## src/core/can_fifo_status_pkg.sv

```systemverilog
// Package with register map, field layout and constants of the CAN FIFO status and filter block
package can_fifo_status_pkg;
    localparam int unsigned addr_width = 4;
    localparam logic [3:0] off_filter = 4'h0;
    localparam logic [3:0] off_fifo_flags = 4'h1;
    localparam logic [3:0] off_user_addr = 4'h2;
    localparam logic [3:0] off_msg_index = 4'h3;
    localparam logic [3:0] off_control = 4'h4;
    localparam logic [3:0] off_irq_status = 4'h5;
    localparam logic [3:0] off_irq_mask = 4'h6;
    localparam logic [3:0] off_base_addr = 4'h7;

    localparam int unsigned sid_hi = 31;
    localparam int unsigned sid_lo = 21;
    localparam int unsigned exide_bit = 19;
    localparam int unsigned eid_hi = 17;
    localparam int unsigned eid_lo = 0;
    localparam logic [31:0] filter_writable = 32'hffeb_ffff;

    localparam int unsigned tx_half_bit = 9;
    localparam int unsigned tx_empty_bit = 8;
    localparam int unsigned rx_ovfl_bit = 3;
    localparam int unsigned rx_full_bit = 2;
    localparam int unsigned rx_half_bit = 1;
    localparam int unsigned rx_nempty_bit = 0;

    localparam int unsigned ctl_filter_en_bit = 0;
    localparam int unsigned ctl_tx_dir_bit = 1;
    localparam int unsigned ctl_config_bit = 2;

    localparam int unsigned irq_ovfl_bit = 0;
    localparam int unsigned irq_match_bit = 1;
    localparam int unsigned irq_done_bit = 2;

    localparam int unsigned idx_width = 5;
    localparam logic [4:0] fifo_depth_m1 = 5'h1f;
    localparam logic [5:0] fifo_half = 6'h10;
    localparam logic [5:0] fifo_full = 6'h20;
    localparam logic [31:0] msg_bytes = 32'h0000_0010;
    localparam logic [31:0] reset_base = 32'h0000_0000;

    typedef struct packed {
        logic [3:0] addr;
        logic [31:0] wdata;
        logic wr;
        logic rd;
    } bus_req_type;

    typedef struct packed {
        logic valid;
        logic ext;
        logic [10:0] standard_identifier;
        logic [17:0] extended_identifier;
    } msg_id_type;

    typedef struct packed {
        logic [31:0] filter;
        logic filter_en;
        logic tx_dir;
        logic config_mode;
        logic [31:0] base;
        logic [4:0] head;
        logic [4:0] tail;
        logic [5:0] count;
        logic ovfl;
        logic [2:0] irq_status;
        logic [2:0] irq_mask;
        logic [31:0] rdata;
        logic match;
    } state_type;
endpackage

```

## src/core/can_id_match.sv

```systemverilog
// Acceptance filter comparison of one message identifier against the filter word
`timescale 1ns/1ns
module can_id_match (
    input wire logic [31:0] i_filter,
    input wire can_fifo_status_pkg::msg_id_type i_msg,
    output logic o_match
);
    logic want_ext;
    logic sid_ok;
    logic eid_ok;
    always_comb begin
        want_ext = i_filter[can_fifo_status_pkg::exide_bit];
        sid_ok = (i_filter[can_fifo_status_pkg::sid_hi:can_fifo_status_pkg::sid_lo] == i_msg.standard_identifier);
        eid_ok = !want_ext || (i_filter[can_fifo_status_pkg::eid_hi:can_fifo_status_pkg::eid_lo] == i_msg.extended_identifier);
        o_match = i_msg.valid && (want_ext == i_msg.ext) && sid_ok && eid_ok;
    end
endmodule

```

## src/core/can_fifo_status.sv

```systemverilog
// CAN FIFO status flags, user address, message index and acceptance filter
`timescale 1ns/1ns
// Summary of operation
// - Each standard identifier filter bit must equal the message bit to pass.
// - Format select one accepts only extended messages, zero only standard.
// - With format select one, each extended identifier filter bit must equal the message bit.
// - Filter word is writable only while the filter is disabled.
// - Transmit half-empty flag is one when occupancy at most half.
// - Transmit empty flag is one when no message is queued.
// - Receive overflow flag set on overflow event, zero in transmit mode.
// - Receive full flag is one exactly while every slot holds a message.
// - Receive half-full flag is one when occupancy at least half.
// - Receive not-empty flag is one while a message is stored.
// - Flags of the unselected direction read zero.
// - Occupancy flags are read-only and track the FIFO state.
// - Transmit user address returns head, where software writes next message.
// - Receive user address returns tail, where software reads next message.
// - Two lowest user address bits always read zero.
// - Transmit message index reports slot to be sent next.
// - Receive message index reports slot for next stored message.
module can_fifo_status (
    input wire logic i_core_clk,
    input wire logic i_reset_n,
    input wire logic [3:0] i_addr,
    input wire logic [31:0] i_wdata,
    input wire logic i_wr,
    input wire logic i_rd,
    output logic [31:0] o_rdata,
    input wire can_fifo_status_pkg::msg_id_type i_msg,
    input wire logic i_can_done,
    input wire logic i_user_done,
    output logic o_accept,
    output logic [4:0] o_can_index,
    output logic o_irq
);
    can_fifo_status_pkg::state_type st_r;
    can_fifo_status_pkg::state_type st_nxt;
    can_fifo_status_pkg::bus_req_type req;
    logic hit;
    logic [31:0] flags;
    logic can_step;
    logic user_step;
    logic rx_ovfl_evt;

    assign req = '{addr: i_addr, wdata: i_wdata, wr: i_wr, rd: i_rd};

    can_id_match u_match (
        .i_filter(st_r.filter),
        .i_msg(i_msg),
        .o_match(hit)
    );

    function automatic logic [4:0] next_slot(input logic [4:0] idx);
        next_slot = (idx == can_fifo_status_pkg::fifo_depth_m1) ? 5'h00 : idx + 5'h01;
    endfunction

    function automatic logic [31:0] slot_addr(input logic [31:0] base, input logic [4:0] idx);
        logic [31:0] a;
        a = base + 32'({27'h0, idx}) * can_fifo_status_pkg::msg_bytes;
        slot_addr = {a[31:2], 2'h0};
    endfunction

    always_comb begin
        flags = 32'h0;
        if (st_r.tx_dir) begin
            flags[can_fifo_status_pkg::tx_half_bit] = (st_r.count <= can_fifo_status_pkg::fifo_half);
            flags[can_fifo_status_pkg::tx_empty_bit] = (st_r.count == 6'h00);
        end else begin
            flags[can_fifo_status_pkg::rx_ovfl_bit] = st_r.ovfl;
            flags[can_fifo_status_pkg::rx_full_bit] = (st_r.count == can_fifo_status_pkg::fifo_full);
            flags[can_fifo_status_pkg::rx_half_bit] = (st_r.count >= can_fifo_status_pkg::fifo_half);
            flags[can_fifo_status_pkg::rx_nempty_bit] = (st_r.count != 6'h00);
        end
    end

    always_comb begin
        st_nxt = st_r;
        st_nxt.rdata = 32'h0;
        st_nxt.match = 1'b0;
        rx_ovfl_evt = 1'b0;
        can_step = 1'b0;
        user_step = 1'b0;
        if (!st_r.config_mode) begin
            if (st_r.tx_dir) begin
                can_step = i_can_done && (st_r.count != 6'h00);
                user_step = i_user_done && (st_r.count != can_fifo_status_pkg::fifo_full);
            end else begin
                st_nxt.match = hit && st_r.filter_en;
                can_step = st_nxt.match && (st_r.count != can_fifo_status_pkg::fifo_full);
                rx_ovfl_evt = st_nxt.match && (st_r.count == can_fifo_status_pkg::fifo_full);
                user_step = i_user_done && (st_r.count != 6'h00);
            end
        end
        if (can_step) begin
            if (st_r.tx_dir) begin
                st_nxt.tail = next_slot(st_r.tail);
            end else begin
                st_nxt.head = next_slot(st_r.head);
            end
        end
        if (user_step) begin
            if (st_r.tx_dir) begin
                st_nxt.head = next_slot(st_r.head);
            end else begin
                st_nxt.tail = next_slot(st_r.tail);
            end
        end
        if (st_r.tx_dir) begin
            st_nxt.count = st_r.count + (user_step ? 6'h01 : 6'h00) - (can_step ? 6'h01 : 6'h00);
        end else begin
            st_nxt.count = st_r.count + (can_step ? 6'h01 : 6'h00) - (user_step ? 6'h01 : 6'h00);
        end
        if (req.wr) begin
            case (req.addr)
                can_fifo_status_pkg::off_filter: begin
                    if (!st_r.filter_en) begin
                        st_nxt.filter = req.wdata & can_fifo_status_pkg::filter_writable;
                    end
                end
                can_fifo_status_pkg::off_fifo_flags: begin
                    if (req.wdata[can_fifo_status_pkg::rx_ovfl_bit]) begin
                        st_nxt.ovfl = 1'b0;
                    end
                end
                can_fifo_status_pkg::off_control: begin
                    st_nxt.filter_en = req.wdata[can_fifo_status_pkg::ctl_filter_en_bit];
                    st_nxt.config_mode = req.wdata[can_fifo_status_pkg::ctl_config_bit];
                    if (req.wdata[can_fifo_status_pkg::ctl_config_bit]) begin
                        st_nxt.tx_dir = req.wdata[can_fifo_status_pkg::ctl_tx_dir_bit];
                        st_nxt.head = 5'h00;
                        st_nxt.tail = 5'h00;
                        st_nxt.count = 6'h00;
                        st_nxt.ovfl = 1'b0;
                    end
                end
                can_fifo_status_pkg::off_irq_status: begin
                    st_nxt.irq_status = st_r.irq_status & ~req.wdata[2:0];
                end
                can_fifo_status_pkg::off_irq_mask: begin
                    st_nxt.irq_mask = req.wdata[2:0];
                end
                can_fifo_status_pkg::off_base_addr: begin
                    if (st_r.config_mode) begin
                        st_nxt.base = req.wdata;
                    end
                end
                default: begin
                end
            endcase
        end
        // Set wins over clear
        if (rx_ovfl_evt) begin
            st_nxt.ovfl = 1'b1;
            st_nxt.irq_status[can_fifo_status_pkg::irq_ovfl_bit] = 1'b1;
        end
        if (st_nxt.match) begin
            st_nxt.irq_status[can_fifo_status_pkg::irq_match_bit] = 1'b1;
        end
        if (can_step && st_r.tx_dir) begin
            st_nxt.irq_status[can_fifo_status_pkg::irq_done_bit] = 1'b1;
        end
        if (req.rd) begin
            case (req.addr)
                can_fifo_status_pkg::off_filter: st_nxt.rdata = st_r.filter;
                can_fifo_status_pkg::off_fifo_flags: st_nxt.rdata = flags;
                can_fifo_status_pkg::off_user_addr: begin
                    st_nxt.rdata = slot_addr(st_r.base, st_r.tx_dir ? st_r.head : st_r.tail);
                end
                can_fifo_status_pkg::off_msg_index: st_nxt.rdata = {27'h0, o_can_index};
                can_fifo_status_pkg::off_control: begin
                    st_nxt.rdata = {29'h0, st_r.config_mode, st_r.tx_dir, st_r.filter_en};
                end
                can_fifo_status_pkg::off_irq_status: st_nxt.rdata = {29'h0, st_r.irq_status};
                can_fifo_status_pkg::off_irq_mask: st_nxt.rdata = {29'h0, st_r.irq_mask};
                can_fifo_status_pkg::off_base_addr: st_nxt.rdata = st_r.base;
                default: st_nxt.rdata = 32'h0;
            endcase
        end
    end

    always_ff @(posedge i_core_clk or negedge i_reset_n) begin
        if (!i_reset_n) begin
            st_r <= '0;
            st_r.config_mode <= 1'b1;
            st_r.base <= can_fifo_status_pkg::reset_base;
        end else begin
            st_r <= st_nxt;
        end
    end

    // index of next send or store slot
    assign o_can_index = st_r.tx_dir ? st_r.tail : st_r.head;
    assign o_rdata = st_r.rdata;
    assign o_accept = st_r.match;
    assign o_irq = |(st_r.irq_status & st_r.irq_mask);

    property p_filter_locked;
        @(posedge i_core_clk) disable iff (!i_reset_n)
        (i_wr && i_addr == can_fifo_status_pkg::off_filter && st_r.filter_en) |=> $stable(st_r.filter);
    endproperty
    a_filter_locked: assert property (p_filter_locked) else $error("Filter changed while enabled");

    property p_tx_empty;
        @(posedge i_core_clk) disable iff (!i_reset_n)
        st_r.tx_dir |-> (flags[8] == (st_r.count == 6'h00)) && (flags[3:0] == 4'h0);
    endproperty
    a_tx_empty: assert property (p_tx_empty) else $error("Transmit empty flag wrong");

    property p_tx_half;
        @(posedge i_core_clk) disable iff (!i_reset_n)
        (st_r.tx_dir && st_r.count == 6'h11) |-> !flags[9];
    endproperty
    a_tx_half: assert property (p_tx_half) else $error("Half empty flag wrong above half");

    property p_rx_full;
        @(posedge i_core_clk) disable iff (!i_reset_n)
        !st_r.tx_dir |-> (flags[2] == (st_r.count == 6'h20)) && (flags[9:8] == 2'h0);
    endproperty
    a_rx_full: assert property (p_rx_full) else $error("Receive full flag wrong");

    property p_rx_half;
        @(posedge i_core_clk) disable iff (!i_reset_n)
        (!st_r.tx_dir && st_r.count == 6'h0f) |-> !flags[1] && flags[0];
    endproperty
    a_rx_half: assert property (p_rx_half) else $error("Half full flag wrong below half");

    property p_ovfl_set;
        @(posedge i_core_clk) disable iff (!i_reset_n)
        rx_ovfl_evt |=> st_r.ovfl && o_accept;
    endproperty
    a_ovfl_set: assert property (p_ovfl_set) else $error("Overflow not recorded");

    property p_ua_aligned;
        @(posedge i_core_clk) disable iff (!i_reset_n)
        (i_rd && i_addr == can_fifo_status_pkg::off_user_addr) |=> o_rdata[1:0] == 2'h0;
    endproperty
    a_ua_aligned: assert property (p_ua_aligned) else $error("User address not aligned");

    property p_index_wrap;
        @(posedge i_core_clk) disable iff (!i_reset_n)
        (can_step && o_can_index == 5'h1f) |=> o_can_index == 5'h00;
    endproperty
    a_index_wrap: assert property (p_index_wrap) else $error("Message index did not wrap");

    property p_index_step;
        @(posedge i_core_clk) disable iff (!i_reset_n)
        (can_step && !(i_wr && i_addr == can_fifo_status_pkg::off_control))
            |=> o_can_index == $past(o_can_index) + 5'h01;
    endproperty
    a_index_step: assert property (p_index_step) else $error("Message index did not advance");

    c_rx_full: cover property (@(posedge i_core_clk) disable iff (!i_reset_n) flags[2]);
    c_overflow: cover property (@(posedge i_core_clk) disable iff (!i_reset_n) rx_ovfl_evt);
    c_tx_drain: cover property (@(posedge i_core_clk) disable iff (!i_reset_n) st_r.tx_dir && can_step);
    c_rx_half: cover property (@(posedge i_core_clk) disable iff (!i_reset_n) flags[1] && !flags[2]);
    c_tx_half: cover property (@(posedge i_core_clk) disable iff (!i_reset_n) st_r.tx_dir && !flags[9]);

    logic ctl_wr;
    assign ctl_wr = req.wr && (req.addr == can_fifo_status_pkg::off_control);

    property p_rx_levels;
        @(posedge i_core_clk) disable iff (!i_reset_n)
        !st_r.tx_dir |-> (flags[0] == (st_r.count != 6'h00)) && (flags[1] == (st_r.count >= 6'h10));
    endproperty
    a_rx_levels: assert property (p_rx_levels) else $error("Receive level flags wrong");

    property p_flags_ro;
        @(posedge i_core_clk) disable iff (!i_reset_n)
        (i_wr && i_addr == can_fifo_status_pkg::off_fifo_flags && !i_wdata[3] && !can_step && !user_step
            && !rx_ovfl_evt) |=> $stable(st_r.count) && $stable(st_r.ovfl);
    endproperty
    a_flags_ro: assert property (p_flags_ro) else $error("Flag write changed FIFO state");

    property p_ovfl_clear;
        @(posedge i_core_clk) disable iff (!i_reset_n)
        (i_wr && i_addr == can_fifo_status_pkg::off_fifo_flags && i_wdata[3] && !rx_ovfl_evt) |=> !st_r.ovfl;
    endproperty
    a_ovfl_clear: assert property (p_ovfl_clear) else $error("Overflow not cleared");

    property p_filter_write;
        @(posedge i_core_clk) disable iff (!i_reset_n)
        (i_wr && i_addr == can_fifo_status_pkg::off_filter && !st_r.filter_en)
            |=> st_r.filter == ($past(i_wdata) & can_fifo_status_pkg::filter_writable);
    endproperty
    a_filter_write: assert property (p_filter_write) else $error("Filter write lost while disabled");

    property p_ext_mismatch;
        @(posedge i_core_clk) disable iff (!i_reset_n)
        (i_msg.valid && (i_msg.ext != st_r.filter[can_fifo_status_pkg::exide_bit])) |=> !o_accept;
    endproperty
    a_ext_mismatch: assert property (p_ext_mismatch) else $error("Wrong format accepted");

    property p_sid_mismatch;
        @(posedge i_core_clk) disable iff (!i_reset_n)
        (i_msg.valid && (i_msg.standard_identifier != st_r.filter[can_fifo_status_pkg::sid_hi:can_fifo_status_pkg::sid_lo]))
            |=> !o_accept;
    endproperty
    a_sid_mismatch: assert property (p_sid_mismatch) else $error("Standard bits mismatch accepted");

    property p_eid_mismatch;
        @(posedge i_core_clk) disable iff (!i_reset_n)
        (i_msg.valid && i_msg.ext
            && (i_msg.extended_identifier != st_r.filter[can_fifo_status_pkg::eid_hi:can_fifo_status_pkg::eid_lo])) |=> !o_accept;
    endproperty
    a_eid_mismatch: assert property (p_eid_mismatch) else $error("Extended bits mismatch accepted");

    property p_accept_gate;
        @(posedge i_core_clk) disable iff (!i_reset_n)
        (st_r.tx_dir || st_r.config_mode || !st_r.filter_en) |=> !o_accept;
    endproperty
    a_accept_gate: assert property (p_accept_gate) else $error("Accept outside receive operation");

    property p_rx_store;
        @(posedge i_core_clk) disable iff (!i_reset_n)
        (can_step && !user_step && !st_r.tx_dir && !ctl_wr) |=> st_r.count == $past(st_r.count) + 6'h01;
    endproperty
    a_rx_store: assert property (p_rx_store) else $error("Stored message not counted");

    property p_tx_send;
        @(posedge i_core_clk) disable iff (!i_reset_n)
        (can_step && !user_step && st_r.tx_dir && !ctl_wr) |=> st_r.count == $past(st_r.count) - 6'h01;
    endproperty
    a_tx_send: assert property (p_tx_send) else $error("Sent message not removed");

    property p_ua_head;
        @(posedge i_core_clk) disable iff (!i_reset_n)
        (i_rd && i_addr == can_fifo_status_pkg::off_user_addr && st_r.tx_dir)
            |=> o_rdata[31:2] == 30'(($past(st_r.base) + {23'h0, $past(st_r.head), 4'h0}) >> 2);
    endproperty
    a_ua_head: assert property (p_ua_head) else $error("Transmit user address wrong");

    property p_ua_tail;
        @(posedge i_core_clk) disable iff (!i_reset_n)
        (i_rd && i_addr == can_fifo_status_pkg::off_user_addr && !st_r.tx_dir)
            |=> o_rdata[31:2] == 30'(($past(st_r.base) + {23'h0, $past(st_r.tail), 4'h0}) >> 2);
    endproperty
    a_ua_tail: assert property (p_ua_tail) else $error("Receive user address wrong");
endmodule

```

## config.mk

```make
export PLATFORM = sky130hd
export DESIGN_NAME = can_fifo_status
export DESIGN_NICKNAME = d
export VERILOG_FILES = /design/src/core/can_fifo_status_pkg.sv /design/src/core/can_id_match.sv /design/src/core/can_fifo_status.sv
export SDC_FILE = /design/constraint.sdc
export NUM_CORES = 1
export LEC_CHECK = 0
export BUFFER_PORTS_ARGS = -buffer_cell sky130_fd_sc_hd__buf_2
export CAP_MARGIN = 40
export CORE_MARGIN = 3
export CORE_UTILIZATION = 35
export CTS_BUF_LIST = sky130_fd_sc_hd__clkbuf_8
export CTS_CLUSTER_SIZE = 14
export DETAILED_ROUTE_END_ITERATION = 12
export GPL_TIMING_DRIVEN = 0
export SLEW_MARGIN = 20
export SYNTH_ARGS = -nofsm -noshare
export SYNTH_HDL_FRONTEND = slang
export SYNTH_SLANG_ARGS = --single-unit
```

## constraint.sdc

```tcl
create_clock -name i_core_clk -period 5.85 [get_ports i_core_clk]
set_clock_uncertainty 0.2 [all_clocks]
set_input_delay 0 -clock i_core_clk [delete_from_list [all_inputs] [get_ports i_core_clk]]
set_output_delay 0 -clock i_core_clk [all_outputs]
set_load 0.005 [all_outputs]
```

[Yosys cells after proc, flatten, opt, wreduce, memory -nomap -nowiden]
Index checks and enable logic that the tools add are counted.
Word-level totals
  register bits after elaboration: 121
  latch bits: 0
  memory bits (writable): 0
  bits in read-only memories: 0
  bits of input ports: 73
  output and inout bits: 39
  word-level logic and storage cells: 112
  memories kept: 0
Cells by class
  add/subtract/negate cells: 7
  multiply operators: 0
  divide/modulo/power cells: 0
  $lt $le $gt $ge: 2
  equal/unequal tests: 16
  shifts and indexed selects: 0
  mux-type cells: 36
  bitwise operators: 4
  reduce and logical (&&, ||, !) cells: 32
Operator list (count)
  32-bit case mux with 8 select lines: 1
  5-bit 2-to-1 mux: 8
  32-bit by 9-bit adder with 32-bit output: 1
  32-bit 2-to-1 mux: 1
  23-bit 2-to-1 mux: 1
  10-bit 2-to-1 mux: 2
  18-bit equality test: 1
  17-bit 2-to-1 mux: 1
  4-bit by 3-bit equality test with 1-bit output, second input constant: 4
  16-bit 2-to-1 mux: 1
  1-bit 2-to-1 mux: 15
  2-bit nonzero test: 6
  11-bit equality test: 1
  5-bit by 1-bit adder with 5-bit output, second input constant: 2
  5-bit equality test, second input constant: 2
  1-bit logical AND: 10
  2-bit AND reduction: 5
  3-bit AND reduction: 3
  4-bit by 2-bit equality test with 1-bit output, second input constant: 2
  6-bit by 1-bit adder with 6-bit output: 1
  6-bit adder: 1
  3-bit AND: 2
  6-bit equality test, second input constant: 1
  6-bit by 5-bit greater-or-equal comparator with 1-bit output, second input constant: 1
  22 further kinds: 24

[Depth between registers and ports, before layout]
Gate-level depths: netlist (run 1).
  depth after elaboration: 16
  depth in mapped cells: 16

[Hierarchy]
A second synthesis (run 1) with hierarchy kept.
Second synthesis, totals
  cell total of the unflattened synthesis: 649
  area total of the unflattened synthesis: 7015.5 um^2
By module, submodules not included
  can_fifo_status: times used 1, cells each 608, area an instance 6680.2 um^2, seq. area each 3029.2 um^2
  can_id_match: times used 1, cells each 41, area an instance 335.3 um^2, seq. area each 0.0 um^2

[Least setup slack after synthesis (run 1)]
Ideal clock, no wire load.
  kind: reg2reg
  from: register st_r[42] (netlist bit)
  to: register st_r[45] (netlist bit)
  setup time: 0.066 ns
  data arrival time: 3.122 ns
  setup slack: 2.462 ns
  stages on the path, launching flop included: 17
  buffers on the path: 0
  cell sequence: dfrtp_1 -> inv_1 -> ha_1 -> nor3b_1 -> a21oi_1 -> nand3_1 -> o31a_1 -> inv_1 -> ha_1 -> inv_1 -> ha_1 -> and2_0 -> o311ai_1 -> a21oi_1 -> o21a_1 -> or4_1 -> nand2_1
RTL lines
  from (decl): RTL line can_fifo_status.sv:36  | can_fifo_status_pkg::state_type st_r;
  from (signal assigned): RTL line can_fifo_status.sv:187  | st_r <= st_nxt;

==> results of run 1 <==
stage by stage:
step | hold slack (ps) | std cells
3_3_place_gp | 41.54 | 1044
4_1_cts | 19.52 | 1129
6_report | 69.33 | 1129
2_1_floorplan | -495.6 | 670
3_5_place_dp | -267.0 | 1045
5_1_grt | 96.24 | 1129
power groups by stage:
stage,sequential [mW],combinational (mW),clock [mW]
after floorplan,1.13,0.609,0
after CTS,1.18,0.859,0.755
after global routing,1.20,0.961,0.787
after global placement,1.19,0.801,0
final,1.18,0.854,0.734
after detailed placement,1.19,0.817,0
synthesized netlist by cell type, types with 11 or more instances:
library cell  number
ha_1              23
buf_4             35
nor2_1            25
xnor2_1           29
inv_1             24
xor2_1            17
and3_1            11
a21oi_1           26
mux2i_1           11
clkbuf_1          13
mux2_2            70
dfrtp_1          120
nand3_1           14
buf_2             12
a22oi_1           20
nand2_1           53
nor3_1            12
o21ai_0           31
o22ai_1           13
cells by family after synthesis:
logic type / count (synthesis)
simple gates: 171
compound gates: 134
flops: 121
buf+inv: 89
mux: 83
xor+xnor: 46
fa+ha+maj: 26
worst max path at each step:
stage	cells past startpoint	slack [ps]	to
2_1_floorplan	16	2460	st_r[45]
3_3_place_gp	12	1660	o_rdata[24]
3_5_place_dp	12	1650	o_rdata[24]
4_1_cts	12	1610	o_rdata[24]
5_1_grt	12	1340	o_rdata[24]
6_report	12	1610	o_rdata[24]
worst max-delay path, cell delays in order, from the launching register on:
cell and delay [ps]:
dfrtp_1 320, buf_4 210, clkbuf_1 440, buf_1 530
mux2_2 450, fa_1 430, a21o_1 200, a21oi_1 300
o21ba_2 170, clkbuf_1 360, nor4b_1 120, a211oi_1 240
a21oi_1 120
sequential cells by signal, indices dropped and copies added, names as in the netlist:
register / flops
st_r: 88
o_accept: 1
o_rdata: 32
repair_timing:
action,CTS,global route
setup buffers,0,0
endpoints found under the hold margin,208,0
hold buffers,53,0
layer usage:
layer  track usage, %  vias up
met3            3.740       33
met4            7.298        0
met5                0        -
li1                 -     2764
met2            27.48      219
met1            25.92     2842
cell type report:
type	count	share of cell area [%]
sequential	121	34.09
clock inverter	11	1.197
timing repair buffer	163	12.73
multi-input combinational	460	39.57
inverter	25	1.056
clock buffer	20	3.098
tap	265	3.732
buffer	64	4.520
placed cells by master, fill, tap and decap left out, drive strengths merged, types with 4 or more instances in the layout:
| cell type | count |
|---|---|
| inv | 28 |
| o21ai | 32 |
| dfrtp | 120 |
| and3 | 11 |
| a31oi | 7 |
| mux2 | 70 |
| and2 | 8 |
| nor4 | 12 |
| a222oi | 9 |
| nor2b | 4 |
| nand3b | 4 |
| nor2 | 25 |
| xor2 | 17 |
| clkbuf | 33 |
| nor3 | 12 |
| buf | 162 |
| nand2 | 53 |
| dlygate4sd3 | 52 |
| nand4 | 7 |
| o22ai | 13 |
| ha | 23 |
| or3 | 4 |
| xnor2 | 29 |
| mux2i | 11 |
| a21oi | 26 |
| clkinv | 4 |
| nand3 | 15 |
| a22oi | 20 |
==> out/metrics.csv, run 1 <==
stage,metric,value,unit
cells_and_area,area of the multi-input gates,3516,sq um
worst_hold_path,hold path cells,7,
drt,final WL,20000,microns
cells_and_area,Layout Nets,951,
yosys,post-synthesis mux area share,13.40,%
worst_setup_path,Worst Reg-to-Reg Cells,12,
power_and_ir_drop,switching power,0.9409,mW
run,max-cap viol count,0,
yosys,XOR/XNOR Fraction of Synth Area,5.722,%
power_and_ir_drop,P_int,1.827,mW
yosys,main area contributors after synthesis,"dfrtp_1 43%, mux2_2 11%, ha_1 4.1%",
drt,vias post-DR,5858,
placement,final HPWL from detailed placement,14730,microns
clock_tree,latest clock arrival within the worst-skew pair,450,ps
clock_tree,CTS Buffer Depth,2,
yosys,Mapped Nets,769,
sta,Worst Tran Pin Value,732.4,ps
cells_and_area,layout cells sized above 1,32.18,%
worst_setup_path,CP required,5950,ps
sta,Final WS setup,1612,ps
power_and_ir_drop,Net Sw Frac,33.99,%
sta,final setup TNS,0,ps
cells_and_area,antenna cells,0,
drt,M1 wire length,9226,microns
cells_and_area,register area,3029,sq um
yosys,cells after synthesis,670,
worst_setup_path,crit start category,register,
placement,Area after DPL,7955,sq um
drt,vias per inst,5.189,
placement,Setup Slack @ Placement,1646,ps
floorplan,total die area,21850,sq um
worst_setup_path,worst r2r src,st_r[89],
drt,metal3 WL,1229,microns
yosys,flop and latch count out of synthesis,121,
cells_and_area,Layout Utilization,45.35,%
drt,Final ANT Viol Nets,0,
yosys,Netlist Area Pre-Place,7041,sq um
drt,top sig layer,met4,
global_routing,antenna violations before repair,0,
worst_setup_path,"Arr. time, crit path",4330,ps
yosys,"EDFF count, synth",0,
yosys,Adder-Cell Fraction of Synth Area,4.940,%
global_routing,vias in the first global route,5642,
global_routing,pin count of the biggest net entering global routing,75,
floorplan,Die H,147.8,microns
clock_tree,PostCTS Resize Cnt,0,
worst_setup_path,worst-path fanout max,10,
sta,worst relative slew slack,50.80,%
sta,Finish-stage setup viols,0,
drt,routed wl met2,9002,microns
floorplan,row cnt,51,
sta,FMAX,236.0,MHz
floorplan,Initial Util,35.94,%
yosys,top-area cell type share of the netlist area,42.65,%
placement,PortBufs,109,
sta,Max Slew Vio Count,0,
worst_setup_path,Worst Setup SP,st_r[89],
clock_tree,TritonCTS clock tree,built,
drt,first-pass detailed-route iteration total,5,
worst_setup_path,r2r setup slk,1610,ps
power_and_ir_drop,peak supply drop,131.2,uV
drt,DR WL/cell,17.72,microns
floorplan,core area,19590,sq um
sta,RSZ-0062 raised after global routing,false,
yosys,largest family of logic cells by synthesized area,multiplexers,
global_routing,first-pass GRT wire length,30890,microns
global_routing,GRT overflow,0,
power_and_ir_drop,clock network fraction of total power,26.5,%
drt,drc violations,0,
power_and_ir_drop,Total Power,2.768,mW
yosys,Synth Warn #,0,
worst_hold_path,hold path endpoint,st_r[54],
cells_and_area,"Design Area, Final",8885,sq um
placement,gp weighted congestion,0.8698,
yosys,top_reg_cell synth,dfrtp_1,
floorplan,chip width,147.8,microns
clock_tree,H-tree depth,4,
drt,drt initial violations,421,
worst_setup_path,reg-to-reg endpoint,o_rdata[24],
yosys,"area leader, netlist",dfrtp_1,
yosys,Post-synth ARST share,100.0,%
power_and_ir_drop,Seq pwr share,42.6,%
yosys,syn_area_per_cell,10.51,sq um
floorplan,IO Pins,112,
power_and_ir_drop,Cell Pwr Density,311.5,nW/um^2
clock_tree,cts bufs inserted,17,
yosys,post-synthesis compound-gate area fraction,12.64,%
clock_tree,Worst-path clk slew,70,ps
yosys,unique cell type count in the Yosys netlist,69,
sta,post-route clock period utilization,72.44,%
power_and_ir_drop,Leak,4.157,nW
sta,number of hold violations in the final report,0,
yosys,Synth Area in Simple Gates,13.24,%
cells_and_area,Fillers,1875,
status,status,"finished, final reports clean",
power_and_ir_drop,Comb pwr share,30.8,%
worst_setup_path,WS Path Type,reg2reg,
yosys,sequential area share after synthesis,43.02,%
clock_tree,clk sinks,121,
worst_hold_path,HP Start,i_msg[15],
worst_setup_path,Crit. End Element,register,
sta,"Min Clock Period, post-route",4238,ps
global_routing,Total GRT Usage,18.27,%
worst_hold_path,Min-Delay Path Class,in2reg,
clock_tree,clk root buf,clkbuf_8,
cells_and_area,Layout area overhead,26.20,%
Power figures use the tool's default switching activity.
==> run 2: changes to the inputs <==
Clock period 5.85 ns to 3.5 ns, I/O delays scaled along.
==> run 2 against run 1 <==
Effect of this change: cell count is 0.71% higher; sequential power is 68% higher; final area is 2.8% higher; combinational power is 90% higher; clock power is 68% higher; die area stayed put; count of clock-buffer cells in the layout stayed put; first-iteration DRC count is 2.1% lower.
==> out/metrics.csv, run 2 (synthesis gave the netlist of run 1 again) <==
stage,metric,value,unit,change
status,status,"finished, final reports clean",,
worst_setup_path,r2r setup slk,70,ps,-1540 ps
sta,final setup TNS,0,ps,unchanged
run,max-cap viol count,0,,unchanged
worst_setup_path,Crit. End Element,register,,
worst_setup_path,"Arr. time, crit path",3610,ps,-720 ps
power_and_ir_drop,peak supply drop,221.3,uV,+69%
worst_setup_path,Worst Reg-to-Reg Cells,13,,+1
cells_and_area,Layout area overhead,29.78,%,
worst_setup_path,reg-to-reg endpoint,st_r[45],,
global_routing,pin count of the biggest net entering global routing,75,,unchanged
clock_tree,Worst-path clk slew,70,ps,about the same
clock_tree,cts bufs inserted,17,,unchanged
global_routing,Total GRT Usage,18.50,%,+0.22 points
placement,final HPWL from detailed placement,14730,microns,unchanged
worst_setup_path,worst-path fanout max,3,,-7
placement,PortBufs,109,,unchanged
cells_and_area,layout cells sized above 1,36.93,%,+4.8 points
sta,Finish-stage setup viols,0,,unchanged
drt,DR WL/cell,17.77,microns,+0.31%
clock_tree,latest clock arrival within the worst-skew pair,450,ps,about the same
floorplan,Initial Util,35.94,%,unchanged
worst_hold_path,hold path cells,7,,unchanged
drt,first-pass detailed-route iteration total,6,,+1
worst_setup_path,worst r2r src,st_r[112],,
sta,FMAX,291.7,MHz,+24%
sta,number of hold violations in the final report,0,,unchanged
sta,RSZ-0062 raised after global routing,true,,
worst_setup_path,crit start category,register,,
drt,vias per inst,5.182,,-0.13%
clock_tree,H-tree depth,4,,unchanged
cells_and_area,Layout Nets,959,,+0.84%
sta,Worst Tran Pin Value,705.4,ps,-27.05 ps
worst_setup_path,CP required,3680,ps,-2270 ps
worst_hold_path,HP Start,i_msg[30],,
power_and_ir_drop,Cell Pwr Density,528.2,nW/um^2,+70%
placement,gp weighted congestion,0.8698,,unchanged
placement,Area after DPL,7955,sq um,unchanged
power_and_ir_drop,Total Power,4.826,mW,+74%
worst_setup_path,WS Path Type,reg2reg,,
clock_tree,clk sinks,121,,unchanged
worst_hold_path,hold path endpoint,o_accept,,
cells_and_area,"commonest non-fill, non-tap cell in the layout",buf_2,,
sta,"Min Clock Period, post-route",3428,ps,-809.8 ps
cells_and_area,most frequent cells in the layout,"120 x buf_2, 118 x dfrtp_1, 70 x mux2_2",,
clock_tree,TritonCTS clock tree,built,,
global_routing,antenna violations before repair,0,,unchanged
floorplan,total die area,21850,sq um,unchanged
cells_and_area,Fillers,1857,,-0.96%
cells_and_area,Biggest register,st_r,,
sta,worst relative slew slack,52.61,%,+1.8 points
cells_and_area,final std cells w/o fill,1137,,+0.71%
power_and_ir_drop,Leak,4.268,nW,+2.7%
clock_tree,CTS Buffer Depth,2,,unchanged
sta,WHS,71.17,ps,+1.845 ps
drt,final WL,20210,microns,+1.0%
drt,drc violations,0,,unchanged
floorplan,row cnt,51,,unchanged
worst_hold_path,Min-Delay Path Class,in2reg,,
placement,placed cells,1045,,unchanged
floorplan,chip width,147.8,microns,unchanged
drt,drt initial violations,412,,-2.1%
floorplan,core area,19590,sq um,unchanged
floorplan,Die H,147.8,microns,unchanged
clock_tree,clk root buf,clkbuf_8,,
sta,Max Slew Vio Count,0,,unchanged
sta,post-route clock period utilization,97.94,%,+26 points
floorplan,IO Pins,112,,unchanged
cells_and_area,max reg flops,88,,unchanged
global_routing,first-pass GRT wire length,31270,microns,+1.2%
cells_and_area,"Design Area, Final",9138,sq um,+2.8%
cells_and_area,antenna cells,0,,unchanged
drt,vias post-DR,5892,,+0.58%
global_routing,vias in the first global route,5709,,+1.2%
drt,Final ANT Viol Nets,0,,unchanged
global_routing,GRT overflow,0,,unchanged
[run 2: critical path, stage by stage, from the launching register on]
cell	delay [ps]
dfrtp_1	410
xor2_1	160
nor4_2	360
nand4_1	210
o31a_1	360
ha_1	220
inv_2	70
ha_1	220
a211o_1	300
o311ai_4	110
a21oi_2	110
o21a_1	180
or4_1	390
nand2_1	70
[run 2: how the worst max path moves through the flow]
stage	startpoint	to
CTS	st_r[120]	st_r[45]
detailed placement	st_r[89]	o_rdata[24]
floorplan	st_r[42]	st_r[45]
global placement	st_r[89]	o_rdata[24]
finish	st_r[112]	st_r[45]
global route	st_r[122]	st_r[45]
[run 2: metal layers]
layer / routed length (microns) / GRT usage, % / up-vias
li1: - / - / 2782
met1: 9209 / 26.22 / 2859
met2: 9174 / 27.99 / 221
met3: 1279 / 3.648 / 30
met4: 544 / 7.298 / 0
met5: 0 / 0 / -
[run 2: through the flow]
step	setup slack (ps)	util, %
6_report	71.97	46.64
2_1_floorplan	112.4	-
3_3_place_gp	-689.1	40.42
4_1_cts	9.653	46.11
5_1_grt	-47.77	46.64
3_5_place_dp	-703.9	40.61
[run 2: timing repair]
| item | in CTS | in global routing |
|---|---|---|
| gates resized for setup | 28 | 19 |
| hold buffers | 51 | 0 |
| buffers inserted | 6 | 5 |
| endpoints found under the hold margin | 207 | 0 |
| pin swaps | 13 | 9 |
| setup endpoints to repair | 28 | 18 |
[run 2: layout make-up]
| class | instances | area (sq um) | share of cell area [%] |
|---|---|---|---|
| Sequential cell | 121 | 3032 | 33.18 |
| Inverter | 25 | 93.84 | 1.027 |
| Timing Repair Buffer | 172 | 1194 | 13.06 |
| Tap cell | 265 | 331.6 | 3.629 |
| Multi-Input combinational cell | 460 | 3696 | 40.45 |
| Clock buffer | 20 | 275.3 | 3.012 |
| Buffer | 63 | 409.1 | 4.478 |
| Clock inverter | 11 | 106.4 | 1.164 |
[run 2: where the power goes]
part           internal [mW]  switching, mW
Combinational          0.826          0.790
Sequential              1.67          0.317
Clock                  0.672          0.555
Total                   3.16           1.66
